`src/rtl/pef_pkg.sv`:
```
// Constants for the peripheral event flag block
package pef_pkg;

  // ----------------------------------------------------------------
  // Bus widths
  // ----------------------------------------------------------------
  localparam int PEF_DW = 8;
  localparam int PEF_AW = 4;
  localparam int PEF_TW = 8;

  // ----------------------------------------------------------------
  // Register offsets
  // ----------------------------------------------------------------
  localparam logic [PEF_AW-1:0] PEF_ADDR_FLAGS = 4'h0;
  localparam logic [PEF_AW-1:0] PEF_ADDR_STAT = 4'h1;
  localparam logic [PEF_AW-1:0] PEF_ADDR_CLR = 4'h2;
  localparam logic [PEF_AW-1:0] PEF_ADDR_EN = 4'h3;
  localparam logic [PEF_AW-1:0] PEF_ADDR_CTRL = 4'h4;

  // ----------------------------------------------------------------
  // Field positions
  // ----------------------------------------------------------------
  localparam int PEF_BIT_PORT = 7;
  localparam int PEF_BIT_TIMER_C = 6;
  localparam int PEF_BIT_TIMER_B = 5;
  localparam int PEF_BIT_TIMER_A = 4;
  localparam int PEF_BIT_CAP_B = 3;
  localparam int PEF_BIT_CAP_A = 2;
  localparam int PEF_BIT_TX_A = 1;
  localparam int PEF_BIT_RX_A = 0;
  localparam int PEF_BIT_MODE16 = 0;

  // ----------------------------------------------------------------
  // Masks and reset values
  // ----------------------------------------------------------------
  localparam logic [PEF_DW-1:0] PEF_SW_CLR_MASK = 8'h3C;
  localparam logic [PEF_DW-1:0] PEF_EVT_MASK = 8'h3E;
  localparam logic [PEF_DW-1:0] PEF_FLAGS_RST = 8'h02;
  localparam logic [PEF_DW-1:0] PEF_ZERO = 8'h00;
  localparam logic [PEF_TW-1:0] PEF_CNT_ZERO = 8'h00;
  localparam logic [2*PEF_TW-1:0] PEF_PAIR_ZERO = 16'h0000;

endpackage : pef_pkg

```
`src/rtl/pef_flags.sv`:
```
// Peripheral event flag register, bits five down to one
`timescale 1ns/1ps

// Operation
// RULE1 - Bit 5 sets when timer B rolls to zero from its period.
// RULE2 - Bit 4 sets on timer A rollover; 16-bit mode uses the pair.
// RULE3 - Bit 3 sets on a capture event at capture pin B.
// RULE4 - Bit 2 sets on a capture event at capture pin A.
// RULE5 - Bit 1 is hardware controlled; software writes do not change it.
// RULE6 - Bit 1 is one when transmit buffer empty, zero when full.
// RULE7 - Register is 8 bits; bits 7, 6 and 0 belong elsewhere.
// RULE8 - Timer and capture flags clear by writing zero; set wins.
module pef_flags
  import pef_pkg::*;
(
  // Clock and reset
  input  wire logic i_clk_sys,
  input  wire logic i_rst,
  // Register port
  input  wire logic [pef_pkg::PEF_AW-1:0] i_addr,
  input  wire logic [pef_pkg::PEF_DW-1:0] i_wr_data,
  input  wire logic i_wr,
  input  wire logic i_rd,
  output logic [pef_pkg::PEF_DW-1:0] o_rd_data,
  // Timers
  input  wire logic [pef_pkg::PEF_TW-1:0] i_timer_a_count,
  input  wire logic [pef_pkg::PEF_TW-1:0] i_timer_a_period,
  input  wire logic [pef_pkg::PEF_TW-1:0] i_timer_b_count,
  input  wire logic [pef_pkg::PEF_TW-1:0] i_timer_b_period,
  // Capture pins
  input  wire logic i_capture_a_pin,
  input  wire logic i_capture_b_pin,
  // Serial transmitter
  input  wire logic i_serial_a_tx_empty,
  // Flags and interrupt
  output logic [pef_pkg::PEF_DW-1:0] o_flags,
  output logic o_irq
);
  import pef_pkg::*;

  // ----------------------------------------------------------------
  // State
  // ----------------------------------------------------------------
  logic [PEF_DW-1:0] flags_q, flags_d;
  logic [PEF_DW-1:0] stat_q, stat_d;
  logic [PEF_DW-1:0] en_q, en_d;
  logic mode16_q, mode16_d;
  logic [PEF_DW-1:0] rd_data_q, rd_data_d;
  logic irq_q, irq_d;
  logic [PEF_TW-1:0] ta_prev_q, ta_prev_d;
  logic [PEF_TW-1:0] tb_prev_q, tb_prev_d;
  logic tx_prev_q, tx_prev_d;
  logic [2:0] cap_a_s_q, cap_a_s_d;
  logic [2:0] cap_b_s_q, cap_b_s_d;
  logic cap_a_lvl_q, cap_a_lvl_d;
  logic cap_b_lvl_q, cap_b_lvl_d;

  // ----------------------------------------------------------------
  // Event detection
  // ----------------------------------------------------------------
  logic set_tb, set_ta, set_cap_a, set_cap_b, set_tx;
  logic [PEF_DW-1:0] hw_set;
  logic [PEF_DW-1:0] sw_clr;
  logic wr_flags;

  always_comb begin
    // Synchronisers; stage one feeds only stage two
    cap_a_s_d = {cap_a_s_q[1:0], i_capture_a_pin};
    cap_b_s_d = {cap_b_s_q[1:0], i_capture_b_pin};
    cap_a_lvl_d = cap_a_lvl_q;
    cap_b_lvl_d = cap_b_lvl_q;
    if (cap_a_s_q[1] == cap_a_s_q[2]) begin
      cap_a_lvl_d = cap_a_s_q[2];
    end
    if (cap_b_s_q[1] == cap_b_s_q[2]) begin
      cap_b_lvl_d = cap_b_s_q[2];
    end
    // Rising edge of the filtered level
    set_cap_a = !cap_a_lvl_q && cap_a_s_q[1] && cap_a_s_q[2]; // [RULE4]
    set_cap_b = !cap_b_lvl_q && cap_b_s_q[1] && cap_b_s_q[2]; // [RULE3]
    ta_prev_d = i_timer_a_count;
    tb_prev_d = i_timer_b_count;
    tx_prev_d = i_serial_a_tx_empty;
    // Rollover to zero from a count equal to the period
    set_tb = (tb_prev_q == i_timer_b_period) &&
             (i_timer_b_count == PEF_CNT_ZERO); // [RULE1]
    if (mode16_q) begin
      set_ta = ({tb_prev_q, ta_prev_q} ==
                {i_timer_b_period, i_timer_a_period}) &&
               ({i_timer_b_count, i_timer_a_count} ==
                PEF_PAIR_ZERO); // [RULE2]
    end else begin
      set_ta = (ta_prev_q == i_timer_a_period) &&
               (i_timer_a_count == PEF_CNT_ZERO); // [RULE2]
    end
    set_tx = i_serial_a_tx_empty && !tx_prev_q;
    hw_set = PEF_ZERO;
    hw_set[PEF_BIT_TIMER_B] = set_tb;
    hw_set[PEF_BIT_TIMER_A] = set_ta;
    hw_set[PEF_BIT_CAP_B] = set_cap_b;
    hw_set[PEF_BIT_CAP_A] = set_cap_a;
  end

  // ----------------------------------------------------------------
  // Event state registers
  // ----------------------------------------------------------------
  always_ff @(posedge i_clk_sys) begin
    if (i_rst) begin
      ta_prev_q <= PEF_CNT_ZERO;
      tb_prev_q <= PEF_CNT_ZERO;
      tx_prev_q <= 1'b1;
      cap_a_s_q <= 3'h0;
      cap_b_s_q <= 3'h0;
      cap_a_lvl_q <= 1'b0;
      cap_b_lvl_q <= 1'b0;
    end else begin
      ta_prev_q <= ta_prev_d;
      tb_prev_q <= tb_prev_d;
      tx_prev_q <= tx_prev_d;
      cap_a_s_q <= cap_a_s_d;
      cap_b_s_q <= cap_b_s_d;
      cap_a_lvl_q <= cap_a_lvl_d;
      cap_b_lvl_q <= cap_b_lvl_d;
    end
  end

  // ----------------------------------------------------------------
  // Register file
  // ----------------------------------------------------------------
  always_comb begin
    wr_flags = i_wr && (i_addr == PEF_ADDR_FLAGS);
    sw_clr = PEF_ZERO;
    if (wr_flags) begin
      sw_clr = ~i_wr_data & PEF_SW_CLR_MASK; // [RULE8]
    end
    // Set takes precedence over a same-cycle clear
    flags_d = ((flags_q & ~sw_clr) | hw_set) & PEF_SW_CLR_MASK; // [RULE8]
    // Transmit flag mirrors buffer occupancy only
    flags_d[PEF_BIT_TX_A] = i_serial_a_tx_empty; // [RULE5] [RULE6]
    // Sticky event status
    stat_d = stat_q;
    en_d = en_q;
    mode16_d = mode16_q;
    if (i_wr && (i_addr == PEF_ADDR_CLR)) begin
      stat_d = stat_q & ~i_wr_data;
    end else if (i_wr && (i_addr == PEF_ADDR_EN)) begin
      en_d = i_wr_data & PEF_EVT_MASK;
    end else if (i_wr && (i_addr == PEF_ADDR_CTRL)) begin
      mode16_d = i_wr_data[PEF_BIT_MODE16];
    end
    stat_d = stat_d | hw_set;
    stat_d[PEF_BIT_TX_A] = stat_d[PEF_BIT_TX_A] | set_tx;
    stat_d = stat_d & PEF_EVT_MASK;
    irq_d = |(stat_d & en_d);
    // Read data in the following cycle
    rd_data_d = PEF_ZERO;
    if (i_rd) begin
      if (i_addr == PEF_ADDR_FLAGS) begin
        rd_data_d = flags_q; // [RULE7]
      end else if (i_addr == PEF_ADDR_STAT) begin
        rd_data_d = stat_q;
      end else if (i_addr == PEF_ADDR_EN) begin
        rd_data_d = en_q;
      end else if (i_addr == PEF_ADDR_CTRL) begin
        rd_data_d = PEF_ZERO;
        rd_data_d[PEF_BIT_MODE16] = mode16_q;
      end else begin
        rd_data_d = PEF_ZERO;
      end
    end
  end

  // ----------------------------------------------------------------
  // Flag and status registers
  // ----------------------------------------------------------------
  always_ff @(posedge i_clk_sys) begin
    if (i_rst) begin
      flags_q <= PEF_FLAGS_RST;
      stat_q <= PEF_ZERO;
      en_q <= PEF_ZERO;
      mode16_q <= 1'b0;
      irq_q <= 1'b0;
    end else begin
      flags_q <= flags_d;
      stat_q <= stat_d;
      en_q <= en_d;
      mode16_q <= mode16_d;
      irq_q <= irq_d;
    end
  end

  // ----------------------------------------------------------------
  // Read data register
  // ----------------------------------------------------------------
  always_ff @(posedge i_clk_sys) begin
    if (i_rst) begin
      rd_data_q <= PEF_ZERO;
    end else begin
      rd_data_q <= rd_data_d;
    end
  end

  assign o_rd_data = rd_data_q;
  assign o_flags = flags_q;
  assign o_irq = irq_q;

  // ----------------------------------------------------------------
  // Checks
  // ----------------------------------------------------------------
  timer_b_set_a: assert property ( // [RULE1]
    @(posedge i_clk_sys) disable iff (i_rst)
    (tb_prev_q == i_timer_b_period && i_timer_b_count == PEF_CNT_ZERO)
    |=> flags_q[PEF_BIT_TIMER_B])
  else $error("timer B flag missed a rollover");

  timer_a_pair_a: assert property ( // [RULE2]
    @(posedge i_clk_sys) disable iff (i_rst)
    (mode16_q && {tb_prev_q, ta_prev_q} ==
     {i_timer_b_period, i_timer_a_period} &&
     {i_timer_b_count, i_timer_a_count} == PEF_PAIR_ZERO)
    |=> flags_q[PEF_BIT_TIMER_A])
  else $error("timer A flag missed a pair rollover");

  timer_a_roll_a: assert property ( // [RULE2]
    @(posedge i_clk_sys) disable iff (i_rst)
    (!mode16_q && ta_prev_q == i_timer_a_period &&
     i_timer_a_count == PEF_CNT_ZERO)
    |=> flags_q[PEF_BIT_TIMER_A])
  else $error("timer A flag missed a rollover");

  timer_b_quiet_a: assert property ( // [RULE1]
    @(posedge i_clk_sys) disable iff (i_rst)
    $rose(flags_q[PEF_BIT_TIMER_B]) |->
    $past(tb_prev_q == i_timer_b_period && i_timer_b_count == PEF_CNT_ZERO))
  else $error("timer B flag set without rollover");

  cap_b_set_a: assert property ( // [RULE3]
    @(posedge i_clk_sys) disable iff (i_rst)
    $rose(cap_b_lvl_q) |-> flags_q[PEF_BIT_CAP_B])
  else $error("capture B edge did not set flag");

  cap_a_set_a: assert property ( // [RULE4]
    @(posedge i_clk_sys) disable iff (i_rst)
    $rose(cap_a_lvl_q) |-> flags_q[PEF_BIT_CAP_A])
  else $error("capture A edge did not set flag");

  cap_b_edge_a: assert property ( // [RULE3]
    @(posedge i_clk_sys) disable iff (i_rst)
    ($rose(cap_b_lvl_q) |-> $rose(flags_q[PEF_BIT_CAP_B]) ||
     $past(flags_q[PEF_BIT_CAP_B])) and
    ($rose(flags_q[PEF_BIT_CAP_B]) |-> $rose(cap_b_lvl_q)))
  else $error("capture B flag not tied to pin edge");

  cap_a_edge_a: assert property ( // [RULE4]
    @(posedge i_clk_sys) disable iff (i_rst)
    $rose(flags_q[PEF_BIT_CAP_A]) |-> $rose(cap_a_lvl_q))
  else $error("capture A flag set without pin edge");

  tx_no_sw_a: assert property ( // [RULE5]
    @(posedge i_clk_sys) disable iff (i_rst)
    (wr_flags && !i_serial_a_tx_empty && i_wr_data[PEF_BIT_TX_A])
    |=> !flags_q[PEF_BIT_TX_A])
  else $error("software changed transmit flag");

  tx_mirror_a: assert property ( // [RULE6]
    @(posedge i_clk_sys) disable iff (i_rst)
    !$past(i_rst) |-> flags_q[PEF_BIT_TX_A] == $past(i_serial_a_tx_empty))
  else $error("transmit flag does not mirror buffer");

  other_bits_a: assert property ( // [RULE7]
    @(posedge i_clk_sys) disable iff (i_rst)
    (i_rd && i_addr == PEF_ADDR_FLAGS) |=>
    (o_rd_data[PEF_BIT_PORT] == 1'b0 && o_rd_data[PEF_BIT_TIMER_C] == 1'b0
     && o_rd_data[PEF_BIT_RX_A] == 1'b0))
  else $error("unowned flag bits read nonzero");

  unowned_zero_a: assert property ( // [RULE7]
    @(posedge i_clk_sys) disable iff (i_rst)
    !flags_q[PEF_BIT_PORT] && !flags_q[PEF_BIT_TIMER_C] &&
    !flags_q[PEF_BIT_RX_A])
  else $error("unowned flag bits set");

  set_wins_a: assert property ( // [RULE8]
    @(posedge i_clk_sys) disable iff (i_rst)
    (wr_flags && set_tb && !i_wr_data[PEF_BIT_TIMER_B])
    |=> flags_q[PEF_BIT_TIMER_B] [*1] ##1 1'b1)
  else $error("clear beat a same-cycle set");

  flag_hold_a: assert property ( // [RULE8]
    @(posedge i_clk_sys) disable iff (i_rst)
    (flags_q[PEF_BIT_CAP_A] && !(wr_flags && !i_wr_data[PEF_BIT_CAP_A]))
    |=> flags_q[PEF_BIT_CAP_A])
  else $error("capture A flag dropped without clear");

  cap_b_hold_a: assert property ( // [RULE8]
    @(posedge i_clk_sys) disable iff (i_rst)
    (flags_q[PEF_BIT_CAP_B] && !(wr_flags && !i_wr_data[PEF_BIT_CAP_B]))
    |=> flags_q[PEF_BIT_CAP_B])
  else $error("capture B flag dropped without clear");

  timer_b_hold_a: assert property ( // [RULE8]
    @(posedge i_clk_sys) disable iff (i_rst)
    (flags_q[PEF_BIT_TIMER_B] && !(wr_flags && !i_wr_data[PEF_BIT_TIMER_B]))
    |=> flags_q[PEF_BIT_TIMER_B])
  else $error("timer B flag dropped without clear");

  timer_a_clr_a: assert property ( // [RULE8]
    @(posedge i_clk_sys) disable iff (i_rst)
    (wr_flags && !i_wr_data[PEF_BIT_TIMER_A] && !set_ta)
    |=> !flags_q[PEF_BIT_TIMER_A])
  else $error("timer A flag survived a clear");

endmodule // pef_flags

```
`config.mk`:
```
export PLATFORM = sky130hd
export DESIGN_NAME = pef_flags
export DESIGN_NICKNAME = d
export VERILOG_FILES = /design/src/rtl/pef_pkg.sv /design/src/rtl/pef_flags.sv
export SDC_FILE = /design/constraint.sdc
export NUM_CORES = 1
export LEC_CHECK = 0
export ABC_AREA = 1
export ABC_CLOCK_PERIOD_IN_PS = 1300
export BUFFER_PORTS_ARGS = -buffer_cell sky130_fd_sc_hd__buf_4
export CORE_ASPECT_RATIO = 0.6
export CORE_UTILIZATION = 45
export DETAILED_ROUTE_END_ITERATION = 10
export GPL_ROUTABILITY_DRIVEN = 0
export GPL_TIMING_DRIVEN = 1
export PLACE_DENSITY = 0.83
export SETUP_SLACK_MARGIN = 0.15
export SYNTH_ARGS = -nofsm -noshare
export SYNTH_HDL_FRONTEND = slang
export SYNTH_SLANG_ARGS = --single-unit
```
`constraint.sdc`:
```
create_clock -name i_clk_sys -period 1.3 [get_ports i_clk_sys]
set_input_delay 0.13 -clock i_clk_sys [delete_from_list [all_inputs] [get_ports i_clk_sys]]
set_output_delay 0.13 -clock i_clk_sys [all_outputs]
set_load 0.005 [all_outputs]
```
==> results.ini, run 1 <==
[cells_and_area]
final_cell_area_mm2=0.00274
register_area_um2=948
diodes=0
multi_input_area_um2=911
layout_common_cells=buf_4, nand2_1, inv_1, nor2_1, dfxtp_1
layout_commonest_cell=buf_4
final.fill_count=387
fin_nets=412
drive_above_1_share=0.276
syn2layout_area_growth_pct=30.3

[critical_path]
cp_max_fo=3
critical_path.cell_chain=inv_1 -> nand2_1 -> nand2_1 -> nor2_1 -> nand3_2 -> o21bai_1 -> nand2_1 -> nand2_1 -> nand3_1 -> nand2_1
worstSetupEndpointType=flop
crit_top_cell=nand2_1
path_class=flop to flop
max_stage_delay_ns=0.33
arrival_ns=1.46
required_ns=1.55
startpoint_type=flop
path_delay_family=simple AND/OR/NAND/NOR gates
cpMaxStageDelayCell=dfxtp_2
critPathBufInv=1

[cts]
ctsRootBufferMaster=clkbuf_8
cts.clk_slew.worst_paths_ns=0.09
cts_setup_buffers=0
numClockSinks=47
cts-htree-levels=2
ctsHoldBuffers=0
cts_tree=done
clk_latency_ns=0.30
cts_buffer_depth=2
cts_buffers=5

[synth]
synth_area_per_cell_um2=7.09
synthArstFlopShare=0
ys.flop_type=dfxtp_1
synth_cell_types=30
ys_seq_elements=47
synth-warning-count=0
postSynthCellCount=297
yosysSeqAreaShare=0.447
synth_edf_count=0
synth_area_mm2=0.00210

[placement]
place_area_mm2=0.00260
place_hpwl_um=3520
post-place-ws_ns=-0.00927
port_buffers=60

[power_and_ir_drop]
sequentialPowerShare=0.536
intPower_mw=2.14
cellPowerDensity_mw_per_mm2=1020
p_clk_frac=0.341
combPwrFrac=0.123
power.leakage_nw=1.34
ir_drop_mv=0.651
p_sw_frac=0.237
switchingPower_mw=0.665

[drt]
wire_per_inst_um=10.8
initialDrtViolationCount=92
avgViaCountPerCell=4.58
drc=0
ant_nets=0
dr.pass1.iters=4
vias=1931
wirelength_um=4570

[global_routing]
track_usage=0.196
grt_antenna_before_repair=0
grt_max_degree=37
overflow=0
grt_pass1_wl_um=7490
grt_pass1_vias=1711

[timing]
finalCritPeriodShare=0.932
rsz0062_at_grt=true
setup_viol=0
slew_viol_final=0
skew_ns=0.00750
min_period_ns=1.21
fin_ws_ns=0.0888
max_freq_mhz=826
final_hold_viol_count=0

[flow_run]
max_cap_violations=0

[die]
core_area_mm2=0.00430
die_w_um=90.3
die_h_um=55.0
start_util=0.489
rows=18
die_area_mm2=0.00496
ios=68

[hold_path]
hold_class=primary input to flop

[status]
status=finished, final reports clean

==> through the flow <==
step,TNS [ns],util,total power [mW],cells,hold WS (ns)
floorplan,0,-,1.71,301,0.230
global placement,0,0.604,1.85,414,0.319
detailed placement,-0.00927,0.604,1.86,414,0.332
CTS,0,0.629,2.81,422,0.0193
global route,-0.0369,0.638,2.93,422,0.0362
finish,0,0.638,2.80,422,0.0237
==> worst paths after layout <==
kind | startpoint | endpoint | slack (ns) | depth (start not counted)
max | tb_prev_q[6]$_SDFF_PP0_ | o_irq$_SDFF_PP0_ | 0.09 | 10
min | i_serial_a_tx_empty | o_flags[1]$_SDFF_PP1_ | 0.02 | 3
max reg2reg | tb_prev_q[6]$_SDFF_PP0_ | o_irq$_SDFF_PP0_ | 0.09 | 10
min reg2reg | cap_b_s_q[0]$_SDFF_PP0_ | cap_b_s_q[1]$_SDFF_PP0_ | 0.40 | 2
==> worst register-to-register path: cells and delay by family (launching register included) <==
family	cells	cell delay, ns
DFF	1	0.33
AOI/OAI and AO/OA	1	0.16
and+or+nand+nor	8	0.63
buffers and inverters	1	0.03
==> synth_stat cells (all sizes together), types with 2 or more instances <==
library cell	n	share of area
nor2	48	0.089
nand3	13	0.037
clkbuf	3	0.0054
dfxtp	47	0.45
o21ai	17	0.042
or2	4	0.012
xor2	4	0.017
nand4	6	0.021
clkinv	2	0.0036
inv	54	0.098
a21oi	17	0.040
a31oi	4	0.012
buf	10	0.039
nand2	62	0.11
==> what timing repair did <==
action / in CTS / in global routing
pin swaps: 3 / 7
gates resized for setup: 5 / 15
endpoints found under the setup margin: 5 / 5
==> cell families (layout without fill, tap and decap cells) <==
group	count (synthesis)	count (layout)	synth area share
and+or+nand+nor	137	137	0.291
buffers and inverters	69	130	0.146
DFF	47	47	0.447
AOI/OAI and AO/OA	39	39	0.0981
xor gates and xnor gates	4	4	0.0166
other	1	5	0.00178
==> metal layers <==
layer | share of wire | GRT usage | up-vias | wire length [um]
met5 | 0 | 0 | - | 0
met4 | 0.0079 | 0.0484 | 0 | 36
met3 | 0.074 | 0.0464 | 5 | 337
met2 | 0.42 | 0.330 | 63 | 1930
met1 | 0.50 | 0.261 | 838 | 2270
li1 | - | - | 1025 | -
==> flip-flops by register name, summed over array words and instances, names as in the netlist <==
register     flops
cap_a_lvl_q      1
cap_a_s_q        3
cap_b_lvl_q      1
cap_b_s_q        3
en_q             5
mode16_q         1
o_flags          5
o_irq            1
o_rd_data        6
stat_q           5
ta_prev_q        8
tb_prev_q        8
==> layout make-up <==
| cell class | count | area share |
|---|---|---|
| Sequential cell | 47 | 0.346 |
| Multi-Input combinational cell | 185 | 0.332 |
| Timing Repair Buffer | 66 | 0.181 |
| Inverter | 56 | 0.0776 |
| Clock buffer | 8 | 0.0365 |
| Tap cell | 60 | 0.0274 |
==> power by group through the flow <==
stage               sequential [mW]  combinational [mW]  clock [mW]
floorplan                      1.53               0.178           0
global placement               1.53               0.320           0
detailed placement             1.53               0.329           0
CTS                            1.50               0.334       0.977
global route                   1.51               0.385        1.03
finish                         1.50               0.344       0.956
No activity file was read; power rests on OpenSTA's default activity.
==> run 2, diff against run 1 <==
--- a/config.mk
+++ b/config.mk
@@ -5,7 +5,6 @@
 export SDC_FILE = /design/constraint.sdc
 export NUM_CORES = 1
 export LEC_CHECK = 0
-export ABC_AREA = 1
 export ABC_CLOCK_PERIOD_IN_PS = 1300
 export BUFFER_PORTS_ARGS = -buffer_cell sky130_fd_sc_hd__buf_4
 export CORE_ASPECT_RATIO = 0.6
@@ -13,7 +12,7 @@
 export DETAILED_ROUTE_END_ITERATION = 10
 export GPL_ROUTABILITY_DRIVEN = 0
 export GPL_TIMING_DRIVEN = 1
-export PLACE_DENSITY = 0.83
+export PLACE_DENSITY = 0.84
 export SETUP_SLACK_MARGIN = 0.15
 export SYNTH_ARGS = -nofsm -noshare
 export SYNTH_HDL_FRONTEND = slang
==> results.ini, run 2 <==
[global_routing]
track_usage=0.209
overflow=0
grt_max_degree=36
grt_antenna_before_repair=0
grt_pass1_vias=1503
grt_pass1_wl_um=6810

[cells_and_area]
multi_input_area_um2=952
layout_common_cells=buf_4, dfxtp_1, nor2b_1, nand2_1
stdcell_count=330
fin_nets=323
final_core_util=0.690
syn2layout_area_growth_pct=40.4
diodes=0
drive_above_1_share=0.396
register_area_um2=943
layout_commonest_cell=buf_4
final_cell_area_mm2=0.00266
final.fill_count=316

[timing]
skew_ns=0.00519
max_freq_mhz=617
hold_slack_ns=0.0149
worstMarginPinSlew_ns=0.508
fin_ws_ns=-0.322
finalSetupTns_ns=-0.971
setup_viol=5
max_slew_margin=0.659
final_hold_viol_count=0
slew_viol_final=0
rsz0062_at_grt=true
finalCritPeriodShare=1.25
min_period_ns=1.62

[synth]
synth-warning-count=0
synthArstFlopShare=0
synthTopCellsByArea=dfxtp_1, nor2b_1, xnor2_1
synth_cell_types=39
synth_common_cells=dfxtp_1, nor2b_1, nand2_1
synth_top_area_cell=dfxtp_1
synth_edf_count=0
yosysTopAreaCellShare=0.497
synth_area_mm2=0.00189
ys_seq_elements=47
yosysSeqAreaShare=0.497
ys.flop_type=dfxtp_1
synth_area_per_cell_um2=9.65
synth_most_common_cell=dfxtp_1
postSynthCellCount=196

[power_and_ir_drop]
p_clk_frac=0.315
ir_drop_mv=0.630
sequentialPowerShare=0.558
p_total_mw=2.69
switchingPower_mw=0.629
combPwrFrac=0.126
power.leakage_nw=1.12
intPower_mw=2.06
cellPowerDensity_mw_per_mm2=1010
p_sw_frac=0.234

[placement]
port_buffers=60
post-place-ws_ns=-0.431
place_inst=322
place_area_mm2=0.00252
place_hpwl_um=3340

[drt]
routed.top_layer=met4
avgViaCountPerCell=4.85
drc=0
wirelength_um=4390
met3_length_um=287
vias=1601
ant_nets=0
wire_per_inst_um=13.3
initialDrtViolationCount=80
wl_met1_um=2120
dr.pass1.iters=4
dr_wl_met2_um=1920

[critical_path]
path_class=flop to flop
startpoint_type=flop
worstSetupEndpointType=flop
cp_max_fo=4
required_ns=1.53
arrival_ns=1.85

[die]
die_w_um=85.7
rows=17
start_util=0.491
ios=68
die_h_um=52.2
die_area_mm2=0.00448
core_area_mm2=0.00385

[cts]
ctsRootBufferMaster=clkbuf_8
cts_buffers=5
ctsHoldBuffers=0
cts-htree-levels=2
cts_tree=done
numClockSinks=47
cts_buffer_depth=2
cts.clk_slew.worst_paths_ns=0.08
clk_latency_ns=0.30

[flow_run]
max_cap_violations=0

[hold_path]
hold_class=primary input to flop

[status]
status=finished with violations
violations=negative setup slack

run 2: path summary, 6_finish.rpt:
path | to | cells after the start | slack [ns] | startpoint
worst max register to register | o_irq$_SDFF_PP0_ | 5 | -0.32 | tb_prev_q[7]$_SDFF_PP0_
worst max-delay path | o_irq$_SDFF_PP0_ | 5 | -0.32 | tb_prev_q[7]$_SDFF_PP0_
worst min-delay path | o_flags[1]$_SDFF_PP1_ | 2 | 0.01 | i_serial_a_tx_empty
worst min register to register | cap_b_s_q[1]$_SDFF_PP0_ | 1 | 0.44 | cap_b_s_q[0]$_SDFF_PP0_
run 2: final cells by class:
type                    instances  share of cell area
inverters                       5             0.00707
clock inverters                 1             0.00188
multi-input cells             135               0.358
well taps                      57              0.0268
flip-flops and latches         47               0.355
repair buffers                 78               0.222
clock buffers                   7              0.0287
run 2: routing by layer:
metal / up-vias / global-route usage
met5: - / 0
met2: 49 / 0.331
met4: 0 / 0.103
met1: 734 / 0.266
met3: 6 / 0.0598
li1: 812 / -
run 2: repair_timing:
item | CTS | global route
resized for setup | 6 | 6
setup endpoints to repair | 6 | 12
buffers inserted | 0 | 0
pin swaps | 3 | 1
gates cloned | 0 | 0
run 2: kinds of logic after synthesis:
family,share of synthesized area
AO/OA/AOI/OAI,0.124
multiplexers,0.0278
AND/OR/NAND/NOR,0.226
flip-flops,0.497
XOR/XNOR,0.0741
buffers and inverters,0.0483
other,0.00198
run 2: critical path, stage by stage (launching register included):
cell and delay, ns:
dfxtp_1 0.32, xnor2_1 0.15, nand4_1 0.10, or4_4 0.53, a221o_1 0.33, a41oi_2 0.12
run 2: power by group through the flow:
stage          clock, mW  combinational [mW]  sequential (mW)
6_report           0.849               0.340             1.50
5_1_grt            0.924               0.370             1.51
4_1_cts            0.871               0.332             1.50
3_5_place_dp           0               0.328             1.54
3_3_place_gp           0               0.321             1.53
2_1_floorplan          0               0.154             1.53
==> run 3, diff against run 2 <==
--- a/config.mk
+++ b/config.mk
@@ -7,6 +7,7 @@
 export LEC_CHECK = 0
 export ABC_CLOCK_PERIOD_IN_PS = 1300
 export BUFFER_PORTS_ARGS = -buffer_cell sky130_fd_sc_hd__buf_4
+export CAP_MARGIN = 10
 export CORE_ASPECT_RATIO = 0.6
 export CORE_UTILIZATION = 45
 export DETAILED_ROUTE_END_ITERATION = 10
@@ -14,6 +15,7 @@
 export GPL_TIMING_DRIVEN = 1
 export PLACE_DENSITY = 0.84
 export SETUP_SLACK_MARGIN = 0.15
+export SLEW_MARGIN = 20
 export SYNTH_ARGS = -nofsm -noshare
 export SYNTH_HDL_FRONTEND = slang
 export SYNTH_SLANG_ARGS = --single-unit
==> constraint.sdc (replaced) <==
create_clock -name i_clk_sys -period 1.3 [get_ports i_clk_sys]
set_input_delay 0.065 -clock i_clk_sys [delete_from_list [all_inputs] [get_ports i_clk_sys]]
set_output_delay 0.065 -clock i_clk_sys [all_outputs]
set_load 0.005 [all_outputs]
==> results.ini, run 3 (same netlist as run 2, synthesis figures left out) <==
[critical_path]
max_stage_delay_ns=0.50
required_ns=1.54
path_class=flop to flop
worstSetupEndpointType=flop
startpoint_type=flop
arrival_ns=1.84
ff2ff_setup_slack_ns=-0.30
cpMaxStageDelayCell=or4_1
critical_path.cell_chain=xnor2_1 -> nand4_1 -> or4_1 -> a221o_1 -> a41oi_2
cp_max_fo=2

[drt]
wirelength_um=4660
initialDrtViolationCount=51
wire_per_inst_um=13.6
ant_nets=0
drc=0
dr.pass1.iters=4
avgViaCountPerCell=4.92
vias=1688

[cts]
cts-htree-levels=2
cts_tree=done
cts.clk_slew.worst_paths_ns=0.09
numClockSinks=47
cts_buffer_depth=2
cts_buffers=5
clk_latency_ns=0.30
ctsRootBufferMaster=clkbuf_8

[cells_and_area]
layout_commonest_cell=buf_4
fin_nets=336
final_core_util=0.721
final_cell_area_mm2=0.00278
final.fill_count=304
stdcell_count=343
drive_above_1_share=0.360
diodes=0
layout_common_cells=buf_4, dfxtp_1, nor2b_1, nand2_1, dlygate4sd3_1
syn2layout_area_growth_pct=46.8

[global_routing]
grt_max_degree=27
grt_pass1_wl_um=7360
grt_antenna_before_repair=0
overflow=0
track_usage=0.222
grt_pass1_vias=1606

[timing]
max_freq_mhz=624
skew_ns=0.00957
final_hold_viol_count=0
rsz0062_at_grt=true
fin_ws_ns=-0.302
finalSetupTns_ns=-1.04
setup_viol=5
finalCritPeriodShare=1.23
slew_viol_final=0
min_period_ns=1.60

[placement]
place_area_mm2=0.00251
port_buffers=60
place_inst=320
place_hpwl_um=3300

[power_and_ir_drop]
p_total_mw=2.71
ir_drop_mv=0.633
cellPowerDensity_mw_per_mm2=977
power.leakage_nw=1.17

[die]
core_area_mm2=0.00385
ios=68
die_w_um=85.7
die_h_um=52.2
rows=17
die_area_mm2=0.00448
start_util=0.491

[hold_path]
hold_class=primary input to flop

[status]
violations=negative setup slack
status=finished with violations

[flow_run]
max_cap_violations=0

## run 3: changes by cell type in the layout (fill, tap and decap cells not counted), sizes merged
cell         before  now
dlygate4sd3       0   14
buf              78   77
## run 3: worst max-delay path: cells and delay by family (launching register included)
| family | cells | cell delay [ns] |
|---|---|---|
| simple gates | 2 | 0.61 |
| compound gates | 2 | 0.47 |
| flops | 1 | 0.31 |
| xor+xnor | 1 | 0.16 |
## run 3: power by group
group	internal (mW)	total [mW]	leakage (nW)	switching, mW
sequential	1.48	1.50	0.385	0.0196
combinational	0.224	0.366	0.739	0.142
clock	0.378	0.845	0.0422	0.467
total	2.08	2.71	1.17	0.629
## run 3: per-layer routing
| metal | global-route usage | wire length (um) | up-vias |
|---|---|---|---|
| met5 | 0 | 0 | - |
| met3 | 0.0772 | 325 | 7 |
| li1 | - | - | 833 |
| met1 | 0.269 | 2140 | 792 |
| met4 | 0.0750 | 55 | 0 |
| met2 | 0.373 | 2130 | 56 |
## run 3: stage by stage
step                hold WS, ns  worst slack [ns]
finish                 0.000154            -0.302
global route            0.00470            -0.365
CTS                    0.000516            -0.305
detailed placement        0.269            -0.345
global placement          0.258            -0.332
floorplan                 0.137            -0.206
## run 3: cell type report
| class | count | area, um^2 | share of cell area |
|---|---|---|---|
| Multi-Input combinational cell | 135 | 925 | 0.333 |
| Sequential cell | 47 | 942 | 0.339 |
| Tap cell | 57 | 71.3 | 0.0257 |
| Clock buffer | 7 | 76.3 | 0.0275 |
| Timing Repair Buffer | 91 | 738 | 0.266 |
| Clock inverter | 1 | 5.00 | 0.00180 |
| Inverter | 5 | 18.8 | 0.00676 |
## run 3: what timing repair did
item                                   in CTS  in global routing
hold buffers                               13                  1
resized for setup                           1                  8
buffers inserted                            1                  0
pin swaps                                   3                  1
setup endpoints to repair                   5                  8
endpoints found under the hold margin      13                  1
## run 3: worst paths after layout
kind / startpoint / to / depth (start not counted)
worst max-delay path: ta_prev_q[5]$_SDFF_PP0_ / o_irq$_SDFF_PP0_ / 5
worst min-delay path: i_timer_b_count[2] / tb_prev_q[2]$_SDFF_PP0_ / 2
worst max register to register: ta_prev_q[5]$_SDFF_PP0_ / o_irq$_SDFF_PP0_ / 5
worst min register to register: cap_b_s_q[0]$_SDFF_PP0_ / cap_b_s_q[1]$_SDFF_PP0_ / 1
